--- config.mk ---
export PLATFORM = sky130hd
export DESIGN_NAME = ebg_bus_grant
export DESIGN_NICKNAME = d
export VERILOG_FILES = /design/src/ebg_bus_grant.v
export VERILOG_INCLUDE_DIRS = /design/src
export SDC_FILE = /design/constraint.sdc
export NUM_CORES = 1
export LEC_CHECK = 0
export BUFFER_PORTS_ARGS = -buffer_cell sky130_fd_sc_hd__buf_2
export CORE_MARGIN = 5
export CORE_UTILIZATION = 48
export CTS_BUF_LIST = sky130_fd_sc_hd__clkbuf_8 sky130_fd_sc_hd__clkbuf_16
export DETAILED_ROUTE_END_ITERATION = 10
export GPL_TIMING_DRIVEN = 0
export PLACE_DENSITY = 0.78
export SYNTH_ARGS = -nofsm -noshare
export SYNTH_HDL_FRONTEND = slang
export SYNTH_SLANG_ARGS = --single-unit
export TNS_END_PERCENT = 1
--- constraint.sdc ---
create_clock -name clock_i -period 2.5 [get_ports clock_i]
set_clock_uncertainty 0.2 [all_clocks]
set_input_delay 0.125 -clock clock_i [delete_from_list [all_inputs] [get_ports clock_i]]
set_output_delay 0.125 -clock clock_i [all_outputs]
set_load 0.02 [all_outputs]
--- src/ebg_defines.vh ---
// constants for the external bus grant and read timing block
`ifndef EBG_DEFINES_VH
`define EBG_DEFINES_VH
// processor cycle = CLK_DIV clock_i cycles; output clock high for first half
`define EBG_CLK_DIV        4
`define EBG_CNT_W          3
`define EBG_WAIT_W         3
`define EBG_ADDR_W         14
`define EBG_DATA_W         16
// memory space codes
`define EBG_SPACE_DATA     2'h0
`define EBG_SPACE_PROG     2'h1
`define EBG_SPACE_BOOT     2'h2
`endif

--- src/ebg_bus_grant.v ---
// external bus grant and wait-stated read timing
`timescale 1ns/1ps
`default_nettype none
`include "ebg_defines.vh"
module ebg_bus_grant #(
  parameter CLK_DIV = `EBG_CLK_DIV
) (
  input  wire                      clock_i,
  input  wire                      rst_b_i,
  input  wire                      bus_request_n_i,
  input  wire                      read_req_i,
  input  wire [1:0]                read_space_i,
  input  wire [`EBG_ADDR_W-1:0]    read_addr_i,
  input  wire [`EBG_WAIT_W-1:0]    wait_states_i,
  input  wire [`EBG_DATA_W-1:0]    mem_data_i,
  output wire                      processor_clock_output_o,
  output wire                      bus_grant_n_o,
  output wire                      data_memory_select_n_o,
  output wire                      program_memory_select_n_o,
  output wire                      boot_memory_select_n_o,
  output wire                      read_strobe_n_o,
  output wire                      write_strobe_n_o,
  output wire                      bus_drive_en_o,
  output wire [`EBG_ADDR_W-1:0]    mem_addr_o,
  output wire                      read_busy_o,
  output wire                      read_done_o,
  output wire [`EBG_DATA_W-1:0]    read_data_o
);

  localparam integer PH_LAST_I = CLK_DIV - 1;
  localparam integer PH_FALL_I = CLK_DIV / 2;
  localparam [`EBG_CNT_W-1:0] PH_LAST = PH_LAST_I[`EBG_CNT_W-1:0];
  localparam [`EBG_CNT_W-1:0] PH_FALL = PH_FALL_I[`EBG_CNT_W-1:0];
  localparam [1:0] ST_OWN  = 2'h0;
  localparam [1:0] ST_OFF  = 2'h1;
  localparam [1:0] ST_GRNT = 2'h2;
  localparam [1:0] ST_BACK = 2'h3;

  // ==========================================================
  // processor cycle phase
  // ==========================================================
  reg [`EBG_CNT_W-1:0] phase_q;
  wire cyc_end = (phase_q == PH_LAST);

  // phase counter; output clock high for the first half of each cycle
  always @(posedge clock_i or negedge rst_b_i) begin
    if (!rst_b_i) begin
      phase_q <= {`EBG_CNT_W{1'b0}};
    end else if (cyc_end) begin
      phase_q <= {`EBG_CNT_W{1'b0}};
    end else begin
      phase_q <= phase_q + {{(`EBG_CNT_W-1){1'b0}}, 1'b1};
    end
  end

  reg pclk_q;
  always @(posedge clock_i or negedge rst_b_i) begin
    if (!rst_b_i) begin
      pclk_q <= 1'b1;
    end else begin
      pclk_q <= cyc_end | (phase_q < PH_FALL - {{(`EBG_CNT_W-1){1'b0}}, 1'b1});
    end
  end
  assign processor_clock_output_o = pclk_q;

  // ==========================================================
  // request synchroniser and recognition
  // ==========================================================
  reg req_meta_q;
  reg req_sync_q;
  // two flops; the first is read by nothing else
  always @(posedge clock_i or negedge rst_b_i) begin
    if (!rst_b_i) begin
      req_meta_q <= 1'b1;
      req_sync_q <= 1'b1;
    end else begin
      req_meta_q <= bus_request_n_i;
      req_sync_q <= req_meta_q;
    end
  end

  // request latched up to the output clock fall counts this cycle,
  // a later one falls through to the next cycle's window; the cycle
  // end acts on the latched value directly, so the grant lands in the
  // very next processor cycle rather than one cycle later
  reg req_seen_q;
  always @(posedge clock_i or negedge rst_b_i) begin
    if (!rst_b_i) begin
      req_seen_q <= 1'b0;
    end else if (phase_q <= PH_FALL) begin
      req_seen_q <= ~req_sync_q;
    end
  end
  // recognised, or recognised withdrawn, at this processor cycle end
  wire req_rec  = cyc_end & req_seen_q;
  wire req_gone = cyc_end & ~req_seen_q;

  // ==========================================================
  // grant state machine
  // ==========================================================
  reg [1:0] st_q;
  reg [1:0] st_d;
  reg       read_act_q;

  // bus given up only between reads, at processor cycle edges
  always @* begin
    st_d = st_q;
    case (st_q)
      ST_OWN: begin
        if (req_rec && !read_act_q) begin
          st_d = ST_OFF;
        end
      end
      ST_OFF: begin
        st_d = ST_GRNT;
      end
      ST_GRNT: begin
        if (req_gone) begin
          st_d = ST_BACK;
        end
      end
      ST_BACK: begin
        st_d = ST_OWN;
      end
      default: begin
        st_d = ST_OWN;
      end
    endcase
  end

  always @(posedge clock_i or negedge rst_b_i) begin
    if (!rst_b_i) begin
      st_q <= ST_OWN;
    end else begin
      st_q <= st_d;
    end
  end

  // strobes are off one clock before grant falls and one clock after it rises
  reg grant_n_q;
  reg drive_q;
  always @(posedge clock_i or negedge rst_b_i) begin
    if (!rst_b_i) begin
      grant_n_q <= 1'b1;
      drive_q   <= 1'b1;
    end else begin
      grant_n_q <= ~(st_d == ST_GRNT);
      drive_q   <= (st_d == ST_OWN);
    end
  end
  assign bus_grant_n_o  = grant_n_q;
  assign bus_drive_en_o = drive_q;

  // ==========================================================
  // wait-stated external read
  // ==========================================================
  reg [`EBG_WAIT_W-1:0] wait_q;
  reg [1:0]             space_q;
  reg [`EBG_ADDR_W-1:0] addr_q;
  reg [`EBG_DATA_W-1:0] data_q;
  reg                   done_q;
  wire start = read_req_i && !read_act_q && st_q == ST_OWN && !req_seen_q && cyc_end;

  // one processor cycle plus one more per wait state
  always @(posedge clock_i or negedge rst_b_i) begin
    if (!rst_b_i) begin
      read_act_q <= 1'b0;
      wait_q     <= {`EBG_WAIT_W{1'b0}};
      space_q    <= `EBG_SPACE_DATA;
      addr_q     <= {`EBG_ADDR_W{1'b0}};
      data_q     <= {`EBG_DATA_W{1'b0}};
      done_q     <= 1'b0;
    end else begin
      done_q <= 1'b0;
      if (start) begin
        read_act_q <= 1'b1;
        wait_q     <= wait_states_i;
        space_q    <= read_space_i;
        addr_q     <= read_addr_i;
      end else if (read_act_q && cyc_end) begin
        if (wait_q == {`EBG_WAIT_W{1'b0}}) begin
          read_act_q <= 1'b0;
          data_q     <= mem_data_i;
          done_q     <= 1'b1;
        end else begin
          wait_q <= wait_q - {{(`EBG_WAIT_W-1){1'b0}}, 1'b1};
        end
      end
    end
  end

  // strobe low from quarter into the cycle, released with the final cycle end
  reg rd_n_q;
  always @(posedge clock_i or negedge rst_b_i) begin
    if (!rst_b_i) begin
      rd_n_q <= 1'b1;
    end else begin
      rd_n_q <= ~(read_act_q && !(cyc_end && wait_q == {`EBG_WAIT_W{1'b0}}));
    end
  end

  // selects forced high whenever the bus is not ours
  wire sel_ok = drive_q & read_act_q;
  assign data_memory_select_n_o    = ~(sel_ok && space_q == `EBG_SPACE_DATA);
  assign program_memory_select_n_o = ~(sel_ok && space_q == `EBG_SPACE_PROG);
  assign boot_memory_select_n_o    = ~(sel_ok && space_q == `EBG_SPACE_BOOT);
  assign read_strobe_n_o           = rd_n_q | ~drive_q;
  assign write_strobe_n_o          = 1'b1;  // writes are outside this block
  assign mem_addr_o  = addr_q;
  assign read_busy_o = read_act_q;
  assign read_done_o = done_q;
  assign read_data_o = data_q;

endmodule
`default_nettype wire

Word-level counts from Yosys, hierarchy flattened
Index checks and enable logic that the tools add are counted.

word-level totals
  memories = 0
  logic and storage cells = 77
  register bits = 49
  memory bits (writable) = 0
  latch bits = 0
  output and inout port bits = 40
  input bits = 39
  ROM bits = 0

operators by class
  multiply operators = 0
  equality and inequality tests = 8
  $add $sub $neg = 2
  divide/modulo/power cells = 0
  multiplexer cells = 13
  magnitude comparators = 2
  shift operators = 0
  reduce and logical (&&, ||, !) cells = 23
  bitwise operators = 14

operator list
  kind                                                             count
  2-to-1 mux 3 bit                                                 4
  logical AND 1 bit                                                11
  inverter 1 bit                                                   9
  equality test 2 bit (second input constant)                      4
  case mux 2 bit (4 select lines)                                  1
  zero test 2 bit                                                  3
  2-to-1 mux 1 bit                                                 6
  equality test 2 x 1 -> 1 bit (second input constant)             2
  2-to-1 mux 2 bit                                                 2
  AND reduction 2 bit                                              2
  nonzero test 2 bit                                               2
  adder 3 x 1 -> 3 bit (second input constant)                     1
  AND 1 bit                                                        3
  equality test 3 x 2 -> 1 bit (second input constant)             1
  less-or-equal comparator 3 x 2 -> 1 bit (second input constant)  1
  zero test 1 bit                                                  3
  zero test 3 bit                                                  1
  < comparator 3 x 1 -> 1 bit (second input constant)              1
  AND reduction 3 bit                                              1
  subtractor 3 x 1 -> 3 bit (second input constant)                1
  != test 2 bit (second input constant)                            1
  OR 1 bit                                                         2

Logic depth before layout (Yosys ltp)
Gate-level depths: netlist of run 1.

  depth in word-level cells = 7
  mapped depth = 6
  depth with buffers taken out = 5

Worst setup path before layout of run 1
OpenSTA, ideal clock, no wires.

  path kind = register to register
  start point = register st_q[0]
  end point = register addr_q[0], in the netlist mem_addr_o[0]
  data arrival time = 1461 ps
  stages on the path, launching flop included = 7
  setup time = 125 ps
  required time = 2175 ps
  clock period less this slack = 1786 ps
  buffers on the path = 1
  slack = 714 ps
  path through = dfrtp_1 inv_1 ha_1 nand4bb_4 or2_4 buf_6 mux2_4

on the way
  longest elaborated chain between the ends = 4

ends and longest elaborated chain
  element                          line                 text
  start: declaration               ebg_bus_grant.v:101  reg [1:0] st_q;
  start signal: assignment         ebg_bus_grant.v:135  st_q <= st_d;
  zero test 2 bit                  ebg_bus_grant.v:162  wire start = read_req_i && !read_act_q && st_q == ST_OWN && !req_seen_q && cyc_end;
  logical AND 1 bit (3 in series)  ebg_bus_grant.v:162
  end signal: assignment           ebg_bus_grant.v:170  addr_q <= {`EBG_ADDR_W{1'b0}};
  end signal: assignment           ebg_bus_grant.v:179  addr_q <= read_addr_i;
  end: declaration                 ebg_bus_grant.v:159  reg [`EBG_ADDR_W-1:0] addr_q;

No other way between the ends.
A chain may end at the register's enable or synchronous reset.

Final worst setup path of run 1
  start point = register phase_q[0]
  end point = register data_q[9], in the netlist read_data_o[9]

on the way
  longest elaborated chain between the ends = 4
  elaborated cells between the ends (all ways) = 5
  classes of those cells = 1 x eq/ne; 1 x bitwise; 3 x reduce/logical

ends and longest elaborated chain
  element                                   line                 text
  start: declaration                        ebg_bus_grant.v:42   reg [`EBG_CNT_W-1:0] phase_q;
  start signal: assignment                  ebg_bus_grant.v:48   phase_q <= {`EBG_CNT_W{1'b0}};
  start signal: assignment                  ebg_bus_grant.v:50   phase_q <= {`EBG_CNT_W{1'b0}};
  start signal: assignment                  ebg_bus_grant.v:52   phase_q <= phase_q + {{(`EBG_CNT_W-1){1'b0}}, 1'b1};
  equality test 3 x 2 -> 1 bit (*)          ebg_bus_grant.v:43   wire cyc_end = (phase_q == PH_LAST);
  logical AND 1 bit                         ebg_bus_grant.v:162
  inverter 1 bit (no source line)           --
  AND reduction 3 bit (no source line) (*)  --
  end signal: assignment                    ebg_bus_grant.v:171  data_q <= {`EBG_DATA_W{1'b0}};
  end signal: assignment                    ebg_bus_grant.v:183  data_q <= mem_data_i;
  end: declaration                          ebg_bus_grant.v:160  reg [`EBG_DATA_W-1:0] data_q;

Every way passes the cells marked *; elsewhere a longest branch is shown, timed or not.

==> reports/metrics.csv, run 1 <==
stage,metric,value,unit
outcome,outcome,finished clean,
worst_setup_path,cp_slowest_cell,dfrtp_1,
synthesis,synth_top_area_frac,0.515,
global_routing,grtUsageTotal,0.170,
worst_setup_path,path_max_fanout,10,
worst_setup_path,arrival,1.92,ns
worst_setup_path,critPathMaxStageDelay,0.39,ns
clock_network,root_buffer,clkbuf_8,
run,cap_violations,0,
synthesis,synthSimpleGateAreaFrac,0.0994,
drt,routedWlPerCell,14.6,um
placement,hpwl,3.05,mm
layout,layout.area.seq,1230,um2
layout,final_layout_size_suffix_gt1_frac,0.498,
worst_setup_path,critPathBufInv,1,
worst_setup_path,path_depth,5,
timing,rsz0062_at_grt,no,
global_routing,grt-ovfl-total,0,
power,p_per_area,782,nW/um2
floorplanning,die_h,76.0,um
synthesis,avgSynthCellArea,14.6,um2
floorplanning,rows,24,
layout,fillers,319,
power,power,2370,uW
power,ir_worst_vdd,451,uV
worst_setup_path,cp_top_family,simple AND/OR/NAND/NOR gates,
timing,final.min_clock_period,1.93,ns
synthesis,synth.area.top_cells,"dfrtp_1, mux2_4, mux2_2",
floorplanning,die_w,76.0,um
worst_setup_path,r2r_slack,0.57,ns
placement,portBuffers,77,
floorplanning,die-area,5770,um2
worst_setup_path,r2r-start,phase_q[0]$_DFF_PN0_,
drt,drtIter0Drc,47,
synthesis,mappedNetlistArea,2090,um2
global_routing,antenna_found_initial,0,
layout,final_util,0.705,
worst_setup_path,required,2.48,ns
worst_setup_path,startpoint_type,flip-flop,
synthesis,synth_top_family_by_area,multiplexers,
clock_network,cts.sink_count,49,
timing,fmax,0.517,GHz
synthesis,synthMuxAreaShare,0.201,
timing,worst_pin_slew,1.05,ns
worst_setup_path,startpoint,phase_q[0]$_DFF_PN0_,
clock_network,cts_made_buffers,5,
drt,dr_total_vias,1526,
worst_setup_path,endpoint_kind,flip-flop,
timing,relSlewSlack,0.302,
drt,ant_nets,0,
drt,vias_per_cell,4.81,
layout,design_area,3030,um2
timing,hold_viol,0,
floorplanning,initial_core_util,0.487,
worst_setup_path,critical_path_class,reg -> reg,
floorplanning,io_pins,79,
timing,fin_crit_sh,0.773,
worst_setup_path,r2r_cells,5,
layout,antenna_cells,0,
synthesis,synth_nets,189,
worst_setup_path,crit_chain,ha_1 > nand3b_2 > nor2_4 > buf_6 > mux2_2,
placement,dpl-instance-area,2540,um2
synthesis,synth_compound_area_frac,0.0347,
worst_setup_path,crit_end,read_data_o[9]$_DFFE_PN0P_,
worst_setup_path,worst_r2r_endpoint,read_data_o[9]$_DFFE_PN0P_,
clock_network,clk_latency,0.29,ns
clock_network,clockBufferDepth,2,
synthesis,syn_inst,143,
layout,multi_input_area,792,um2
synthesis,ys_ff_latch,49,
synthesis,yosysUniqueCellTypes,27,
clock_network,cts-htree-levels,2,
synthesis,ys_warn_count,0,
global_routing,grt_pass1_wl,7.92,mm
clock_network,tritoncts,done,
timing,hold_ws,0.0731,ns
timing,setup_viol,0,
synthesis,synthAdderAreaFrac,0.0419,
clock_network,post_cts_buffers,0,
layout,nets,310,
layout,area_growth,44.8,%
synthesis,yosysSeqAreaShare,0.590,
global_routing,first_global_vias,1616,
placement,place.gp.congestion,0.768,
clock_network,clk_pin_slew,0.09,ns
floorplanning,fp.coreArea,4290,um2
timing,maxSlewViolCount,0,
drt,first_pass_iters,4,
drt,drcViolationCount,0,
hold_path,hold_class,in -> reg,
global_routing,grt_start_max_net_pins,50,
drt,drt-total-wl,4.62,mm
timing,setup_tns,0,ns
power,leakage,0.00152,uW
synthesis,yosys.area.top_type,dfrtp_1,
synthesis,synthXorXnorAreaFrac,0,
-- power breakdown --
| group | internal, uW | switching [uW] | leakage (uW) |
|---|---|---|---|
| Combinational | 345 | 393 | 0.000866 |
| Clock | 299 | 256 | 0.0000543 |
| Sequential | 973 | 98.2 | 0.000595 |
-- synth_stat cells --
cell / instances
inv_1: 6
buf_6: 3
mux2_2: 16
and3b_1: 1
nor2_4: 1
dfstp_2: 6
nor2b_1: 4
nor2_1: 8
nor3_1: 4
or3_1: 3
o21ai_0: 6
dfrtp_1: 43
nand4bb_4: 1
o22ai_1: 1
or2_4: 1
a31oi_1: 3
or4_1: 1
conb_1: 1
o31ai_1: 1
nand3b_2: 1
nand4b_1: 1
nand2b_1: 3
mux2_4: 16
ha_1: 7
nand2_1: 3
o21ba_2: 1
buf_4: 1
-- metal layers --
layer | vias up | routed length, um | GRT usage
met2 | 47 | 2430 | 0.291
met5 | - | 0 | 0
met3 | 10 | 212 | 0.0449
met4 | 0 | 102 | 0.0712
li1 | 734 | - | -
met1 | 735 | 1880 | 0.200
-- metrics by stage --
stage	setup WS [ns]	instances
after CTS	0.533	317
after detailed placement	0.536	272
final	0.566	317
after floorplan	0.714	143
after global routing	0.443	317
after global placement	0.586	272
-- worst min-delay path: stages --
cell	delay (ns)
buf_2	0.12
nand4bb_4	0.10
nor3_1	0.05
a31oi_1	0.13
-- flip-flops by register name, indices dropped and copies added (netlist names) --
name,flops
req_seen_q,1
req_meta_q,1
mem_addr_o,14
bus_drive_en_o,1
bus_grant_n_o,1
read_done_o,1
req_sync_q,1
space_q,2
phase_q,3
read_busy_o,1
read_data_o,16
processor_clock_output_o,1
rd_n_q,1
wait_q,3
st_q,2
-- timing repair --
action,in CTS,in global routing
gates resized for setup,0,0
endpoints found under the hold margin,79,0
hold buffers,37,0
-- final cells by class --
cell class	count	share of cell area
Timing Repair Buffer	114	0.250
Buffer	4	0.0136
Clock buffer	5	0.0227
Multi-Input combinational cell	84	0.262
Tap cell	52	0.0215
Sequential cell	49	0.408
Clock inverter	3	0.0153
Inverter	6	0.00744
-- cells by family after synthesis --
logic type | Yosys count
flip-flops | 49
multiplexers | 32
AND/OR/NAND/NOR | 32
AO/OA/AOI/OAI | 12
buffers and inverters | 10
adder cells (fa/ha/maj) | 7
other | 1
-- how the worst min path moves through the flow --
stage / startpoint / to / slack, ns / depth (start not counted)
CTS: read_req_i / wait_q[2]$_DFFE_PN0P_ / 0.06 / 4
floorplan: rst_b_i / mem_addr_o[0]$_DFFE_PN0P_ / -0.37 / 0
global placement: bus_request_n_i / req_meta_q$_DFF_PN1_ / 0.03 / 1
detailed placement: bus_request_n_i / req_meta_q$_DFF_PN1_ / 0.03 / 1
global route: read_req_i / wait_q[2]$_DFFE_PN0P_ / 0.08 / 4
finish: read_req_i / wait_q[2]$_DFFE_PN0P_ / 0.07 / 4
-- placed cells by master (no fill, tap or decap), types with 3 or more instances in the layout --
cell type,count
mux2_2,16
a31oi_1,3
or3_1,3
nor2_1,8
mux2_4,16
dfrtp_1,43
o21ai_0,6
dlygate4sd3_1,37
dfstp_2,6
nand2b_1,3
clkbuf_8,5
nor2b_1,4
inv_1,6
buf_2,77
nor3_1,4
ha_1,7
nand2_1,3
buf_6,3
(Power assumes the default switching activity.)
==> run 2, diff against run 1 <==
Settings changed: CORE_UTILIZATION 48 to 44, PLACE_DENSITY 0.78 to 0.76.
Clock period 2.5 ns to 1.7 ns, I/O delays scaled along.
==> run 2 against run 1 <==
  * The flow now finishes with violations (negative setup slack)
  * Sequential cell count did not move
  * Design area is 6.7% higher
  * Die area increased by 7.9%
  * Sequential share of layout area shrank 2.5 points
  * Combinational power up 79%
  * Clock-buffer cell count unchanged
  * Cell count grew 4.7%
  * Fmax increased by 7.7%
  * Wire length rose by 6.0%
  * Total power increased by 49%
  * Clock power up 11%
  * Largest cell class unchanged
==> reports/metrics.csv, run 2 (same netlist as run 1, synthesis figures left out) <==
stage,metric,value,unit
outcome,outcome,finished with violations,
outcome,failed_checks,negative setup slack,
clock_network,cts_made_buffers,5,
worst_setup_path,critPathMaxStageDelay,0.40,ns
power,p_per_area,1090,nW/um2
drt,drcViolationCount,0,
worst_setup_path,r2r-start,st_q[0]$_DFF_PN0_,
timing,hold_viol,0,
power,leakage,0.00166,uW
placement,place.gp.congestion,0.746,
layout,nets,323,
clock_network,root_buffer,clkbuf_8,
power,power,3530,uW
timing,relSlewSlack,0.578,
timing,rsz0062_at_grt,yes,
timing,fmax,0.557,GHz
worst_setup_path,required,1.68,ns
layout,antenna_cells,0,
timing,layout_setup_ws,-0.0948,ns
floorplanning,die_h,78.9,um
worst_setup_path,crit_chain,inv_2 > ha_4 > nand4bb_4 > or2_4 > buf_12 > mux2_4,
layout,final_layout_size_suffix_gt1_frac,0.547,
worst_setup_path,critical_path_class,reg -> reg,
global_routing,antenna_found_initial,0,
worst_setup_path,startpoint,st_q[0]$_DFF_PN0_,
floorplanning,initial_core_util,0.448,
hold_path,hold_start,read_req_i,
worst_setup_path,arrival,1.77,ns
layout,fin_cells,332,
drt,drt-total-wl,4.90,mm
floorplanning,rows,25,
global_routing,grtUsageTotal,0.166,
clock_network,tritoncts,done,
drt,first_pass_iters,3,
timing,final.min_clock_period,1.79,ns
global_routing,first_global_vias,1678,
layout,final_util,0.692,
worst_setup_path,critPathBufInv,2,
hold_path,hold_class,in -> reg,
placement,place_inst,274,
clock_network,clk_latency,0.29,ns
drt,routedWlPerCell,14.7,um
timing,maxSlewViolCount,0,
timing,hold_ws,0.0161,ns
layout,fillers,325,
placement,hpwl,3.21,mm
timing,setup_viol,18,
placement,portBuffers,77,
clock_network,cts.sink_count,49,
layout,area_growth,54.4,%
drt,ant_nets,0,
layout,layout_commonest_cell,buf_2,
layout,mostFrequentLayoutCells,"buf_2, dfrtp_1, dlygate4sd3_1",
drt,drtIter0Drc,76,
floorplanning,die-area,6230,um2
timing,fin_crit_sh,1.06,
floorplanning,io_pins,79,
global_routing,grt_start_max_net_pins,50,
worst_setup_path,cp_slowest_cell,dfrtp_1,
worst_setup_path,startpoint_type,flip-flop,
layout,design_area,3230,um2
floorplanning,fp.coreArea,4660,um2
run,cap_violations,0,
clock_network,cts-htree-levels,2,
drt,vias_per_cell,4.71,
clock_network,clk_pin_slew,0.08,ns
power,ir_worst_vdd,619,uV
global_routing,grt-ovfl-total,0,
layout,layout.area.seq,1230,um2
worst_setup_path,endpoint_kind,flip-flop,
global_routing,grt_pass1_wl,8.07,mm
worst_setup_path,cp_top_family,simple AND/OR/NAND/NOR gates,
floorplanning,die_w,78.9,um
layout,largest_reg_flops,16,
clock_network,clockBufferDepth,2,
timing,worst_pin_slew,0.634,ns
worst_setup_path,path_max_fanout,10,
drt,dr_total_vias,1563,
placement,dpl-instance-area,2570,um2
layout,multi_input_area,900,um2
worst_setup_path,r2r_slack,-0.09,ns
run 2: cell types whose count changed in the layout (fill, tap and decap cells not counted), sizes merged:
cell,previous run,this run
buf,81,93
clkbuf,5,6
bufinv,1,0
clkinvlp,1,0
inv,6,9
clkinv,1,0
run 2: area by class of cell:
cell class	count	area share
Multi-Input combinational cell	84	0.279
Clock inverter	3	0.00349
Buffer	4	0.0182
Timing Repair Buffer	127	0.268
Sequential cell	49	0.383
Tap cell	54	0.0209
Clock buffer	5	0.0213
Inverter	6	0.00698
run 2: stage by stage:
step | TNS [ns] | setup slack, ns
2_1_floorplan | -0.828 | -0.0366
3_5_place_dp | -4.40 | -0.249
3_3_place_gp | -3.44 | -0.192
4_1_cts | -1.35 | -0.0901
5_1_grt | -3.26 | -0.135
6_report | -1.43 | -0.0948
run 2: repair_timing:
action | 4_1_cts | 5_1_grt
pin swaps | 3 | 3
resized for setup | 23 | 5
endpoints found under the hold margin | 79 | 0
setup buffers | 7 | 5
setup endpoints to repair | 32 | 36
hold buffers | 37 | 0
gates cloned | 1 | 0
run 2: path summary, 6_finish.rpt:
path,cells after the start,to
setup / recovery,6,mem_addr_o[4]$_DFFE_PN0P_
hold / removal,4,wait_q[2]$_DFFE_PN0P_
setup reg to reg,6,mem_addr_o[4]$_DFFE_PN0P_
hold reg to reg,0,req_sync_q$_DFF_PN1_
max in group asynchronous,2,read_busy_o$_DFFE_PN0P_
min in group asynchronous,2,phase_q[1]$_DFF_PN0_
run 2: power by group:
group          internal (uW)  switching (uW)  leakage (uW)  total (uW)
Combinational            680             642       0.00102        1320
Clock                    275             342     0.0000519         617
Sequential              1430             155      0.000594        1590
run 2: layer usage:
metal	global-route usage	vias to the layer above	share of wire
met3	0.0227	7	0.035
met2	0.333	39	0.58
met4	0.0567	0	0.014
met5	0	-	0
met1	0.176	755	0.37
li1	-	762	-
run 2: worst min-delay path, delay by kind of cell:
family / cells / cell delay [ns]
simple gates: 2 / 0.14
buf+inv: 1 / 0.11
compound gates: 1 / 0.12
==> run 3, diff against run 2 <==
Settings changed: PLACE_DENSITY 0.76 to 0.8.
Clock period 1.7 ns to 1.5 ns, I/O delays scaled along.
==> run 3 against run 2 <==
  * Design area down 2.0%
  * Critical path type unchanged
  * The flow finishes with violations (negative hold slack, negative setup slack)
  * Critical path depth is the same
  * Via count shrank 0.45%
==> reports/metrics.csv, run 3 (same netlist as run 1, synthesis figures left out) <==
stage,metric,value,unit
outcome,outcome,finished with violations,
outcome,failed_checks,"negative hold slack, negative setup slack",
timing,fin_crit_sh,1.22,
floorplanning,initial_core_util,0.448,
clock_network,cts-htree-levels,2,
timing,final.min_clock_period,1.83,ns
placement,place_inst,274,
layout,fin_cells,325,
global_routing,grt_start_max_net_pins,50,
clock_network,cts_hold_buf,36,
drt,drt-total-wl,4.82,mm
power,power,4170,uW
worst_setup_path,endpoint_kind,flip-flop,
power,leakage,0.00160,uW
layout,final_layout_size_suffix_gt1_frac,0.557,
global_routing,first_global_vias,1732,
placement,dpl-instance-area,2570,um2
timing,rsz0062_at_grt,yes,
timing,relSlewSlack,0.299,
floorplanning,fp.coreArea,4660,um2
layout,antenna_cells,0,
drt,dr_total_vias,1556,
global_routing,gr-usage-met2,0.309,
global_routing,grt-ovfl-total,0,
timing,maxSlewViolCount,0,
floorplanning,rows,25,
global_routing,busiest_layer,met2,
drt,vias_per_cell,4.79,
clock_network,root_buffer,clkbuf_8,
global_routing,grtUsageTotal,0.159,
timing,hold_ws,-0.231,ns
drt,drcViolationCount,0,
layout,layout_commonest_cell,buf_2,
layout,nets,316,
clock_network,cts.sink_count,49,
drt,drtIter0Drc,70,
global_routing,antenna_found_initial,0,
clock_network,clk_pin_slew,0.09,ns
timing,fmax,0.547,GHz
layout,mostFrequentLayoutCells,"buf_2, dfrtp_1, dlygate4sd3_1",
clock_network,clockBufferDepth,2,
run,cap_violations,0,
placement,portBuffers,77,
placement,hpwl,3.05,mm
global_routing,grt.met3_usage,0.0215,
power,ir_worst_vdd,756,uV
drt,first_pass_iters,4,
worst_setup_path,path_max_fanout,10,
layout,design_area,3160,um2
global_routing,grt_pass1_wl,7.80,mm
timing,hold_viol,43,
layout,final_util,0.678,
timing,layout_setup_ws,-0.329,ns
placement,place.gp.congestion,0.728,
clock_network,cts_made_buffers,5,
worst_setup_path,critical_path_class,reg -> reg,
drt,ant_nets,0,
layout,largest_reg_flops,16,
hold_path,hold_class,in -> async,
drt,routedWlPerCell,14.8,um
timing,worst_pin_slew,1.05,ns
power,p_per_area,1320,nW/um2
clock_network,tritoncts,done,
clock_network,clk_latency,0.29,ns
timing,setup_viol,40,
floorplanning,die-area,6230,um2
floorplanning,die_w,78.9,um
floorplanning,die_h,78.9,um
worst_setup_path,arrival,1.81,ns
worst_setup_path,required,1.48,ns
worst_setup_path,startpoint_type,flip-flop,
global_routing,grt_use_met1,0.175,
floorplanning,io_pins,79,
layout,area_growth,51.3,%
-- run 3: changes by cell type in the layout (fill, tap and decap cells not counted), sizes merged --
cell,before,now
buf,93,88
bufinv,0,1
dlygate4sd3,37,36
inv,9,7
-- run 3: cell type report --
cell class              count  area (um2)
clock buffers               6        82.6
inverters                   6        22.5
repair buffers            120         798
fillers                   347        1500
plain buffers               4        48.8
well taps                  54        67.6
clock inverters             2        33.8
multi-input cells          84         873
flip-flops and latches     49        1230
-- run 3: path summary, 6_finish.rpt --
check                      cells after the start                    endpoint                 start  slack [ns]
min in group clock_i                           4       wait_q[2]$_DFFE_PN0P_            read_req_i        0.03
hold / removal                                 1  read_data_o[5]$_DFFE_PN0P_               rst_b_i       -0.23
max in group asynchronous                      1     read_busy_o$_DFFE_PN0P_               rst_b_i        0.62
hold reg to reg                                0        req_sync_q$_DFF_PN1_  req_meta_q$_DFF_PN1_        0.16
setup reg to reg                               6   mem_addr_o[5]$_DFFE_PN0P_     st_q[0]$_DFF_PN0_       -0.33
setup / recovery                               6   mem_addr_o[5]$_DFFE_PN0P_     st_q[0]$_DFF_PN0_       -0.33
-- run 3: routing by layer --
layer | part of all wire | vias up
met2 | 0.55 | 45
met1 | 0.40 | 761
met3 | 0.039 | 6
met4 | 0.010 | 0
li1 | - | 744
met5 | 0 | -
-- run 3: repair_timing --
| item | CTS | global route |
|---|---|---|
| buffers inserted | 6 | 1 |
| endpoints found under the setup margin | 41 | 41 |
| pin swaps | 2 | 0 |
| endpoints found under the hold margin | 79 | 43 |
| resized for setup | 12 | 3 |
| cloned | 0 | 0 |
-- run 3: report_power, final --
part	leakage [uW]	total [uW]	internal [uW]	switching, uW
combinational	0.000944	1410	699	709
clock	0.0000626	961	537	424
sequential	0.000594	1800	1620	178
total	0.00160	4170	2860	1310
-- run 3: worst max-delay path: stages (launching register included) --
cell and delay [ns]:
dfrtp_1 0.42, inv_2 0.09, ha_4 0.14, nand4bb_4 0.12
or2_4 0.27, buf_8 0.16, mux2_4 0.30
-- run 3: per-stage QoR --
stage / setup TNS, ns / hold slack [ns] / worst slack [ns]
CTS: -8.20 / -0.189 / -0.300
global placement: -9.84 / -0.0204 / -0.381
global route: -10.80 / -0.129 / -0.367
detailed placement: -10.95 / -0.0187 / -0.423
finish: -8.47 / -0.231 / -0.329
floorplan: -6.54 / -0.421 / -0.237
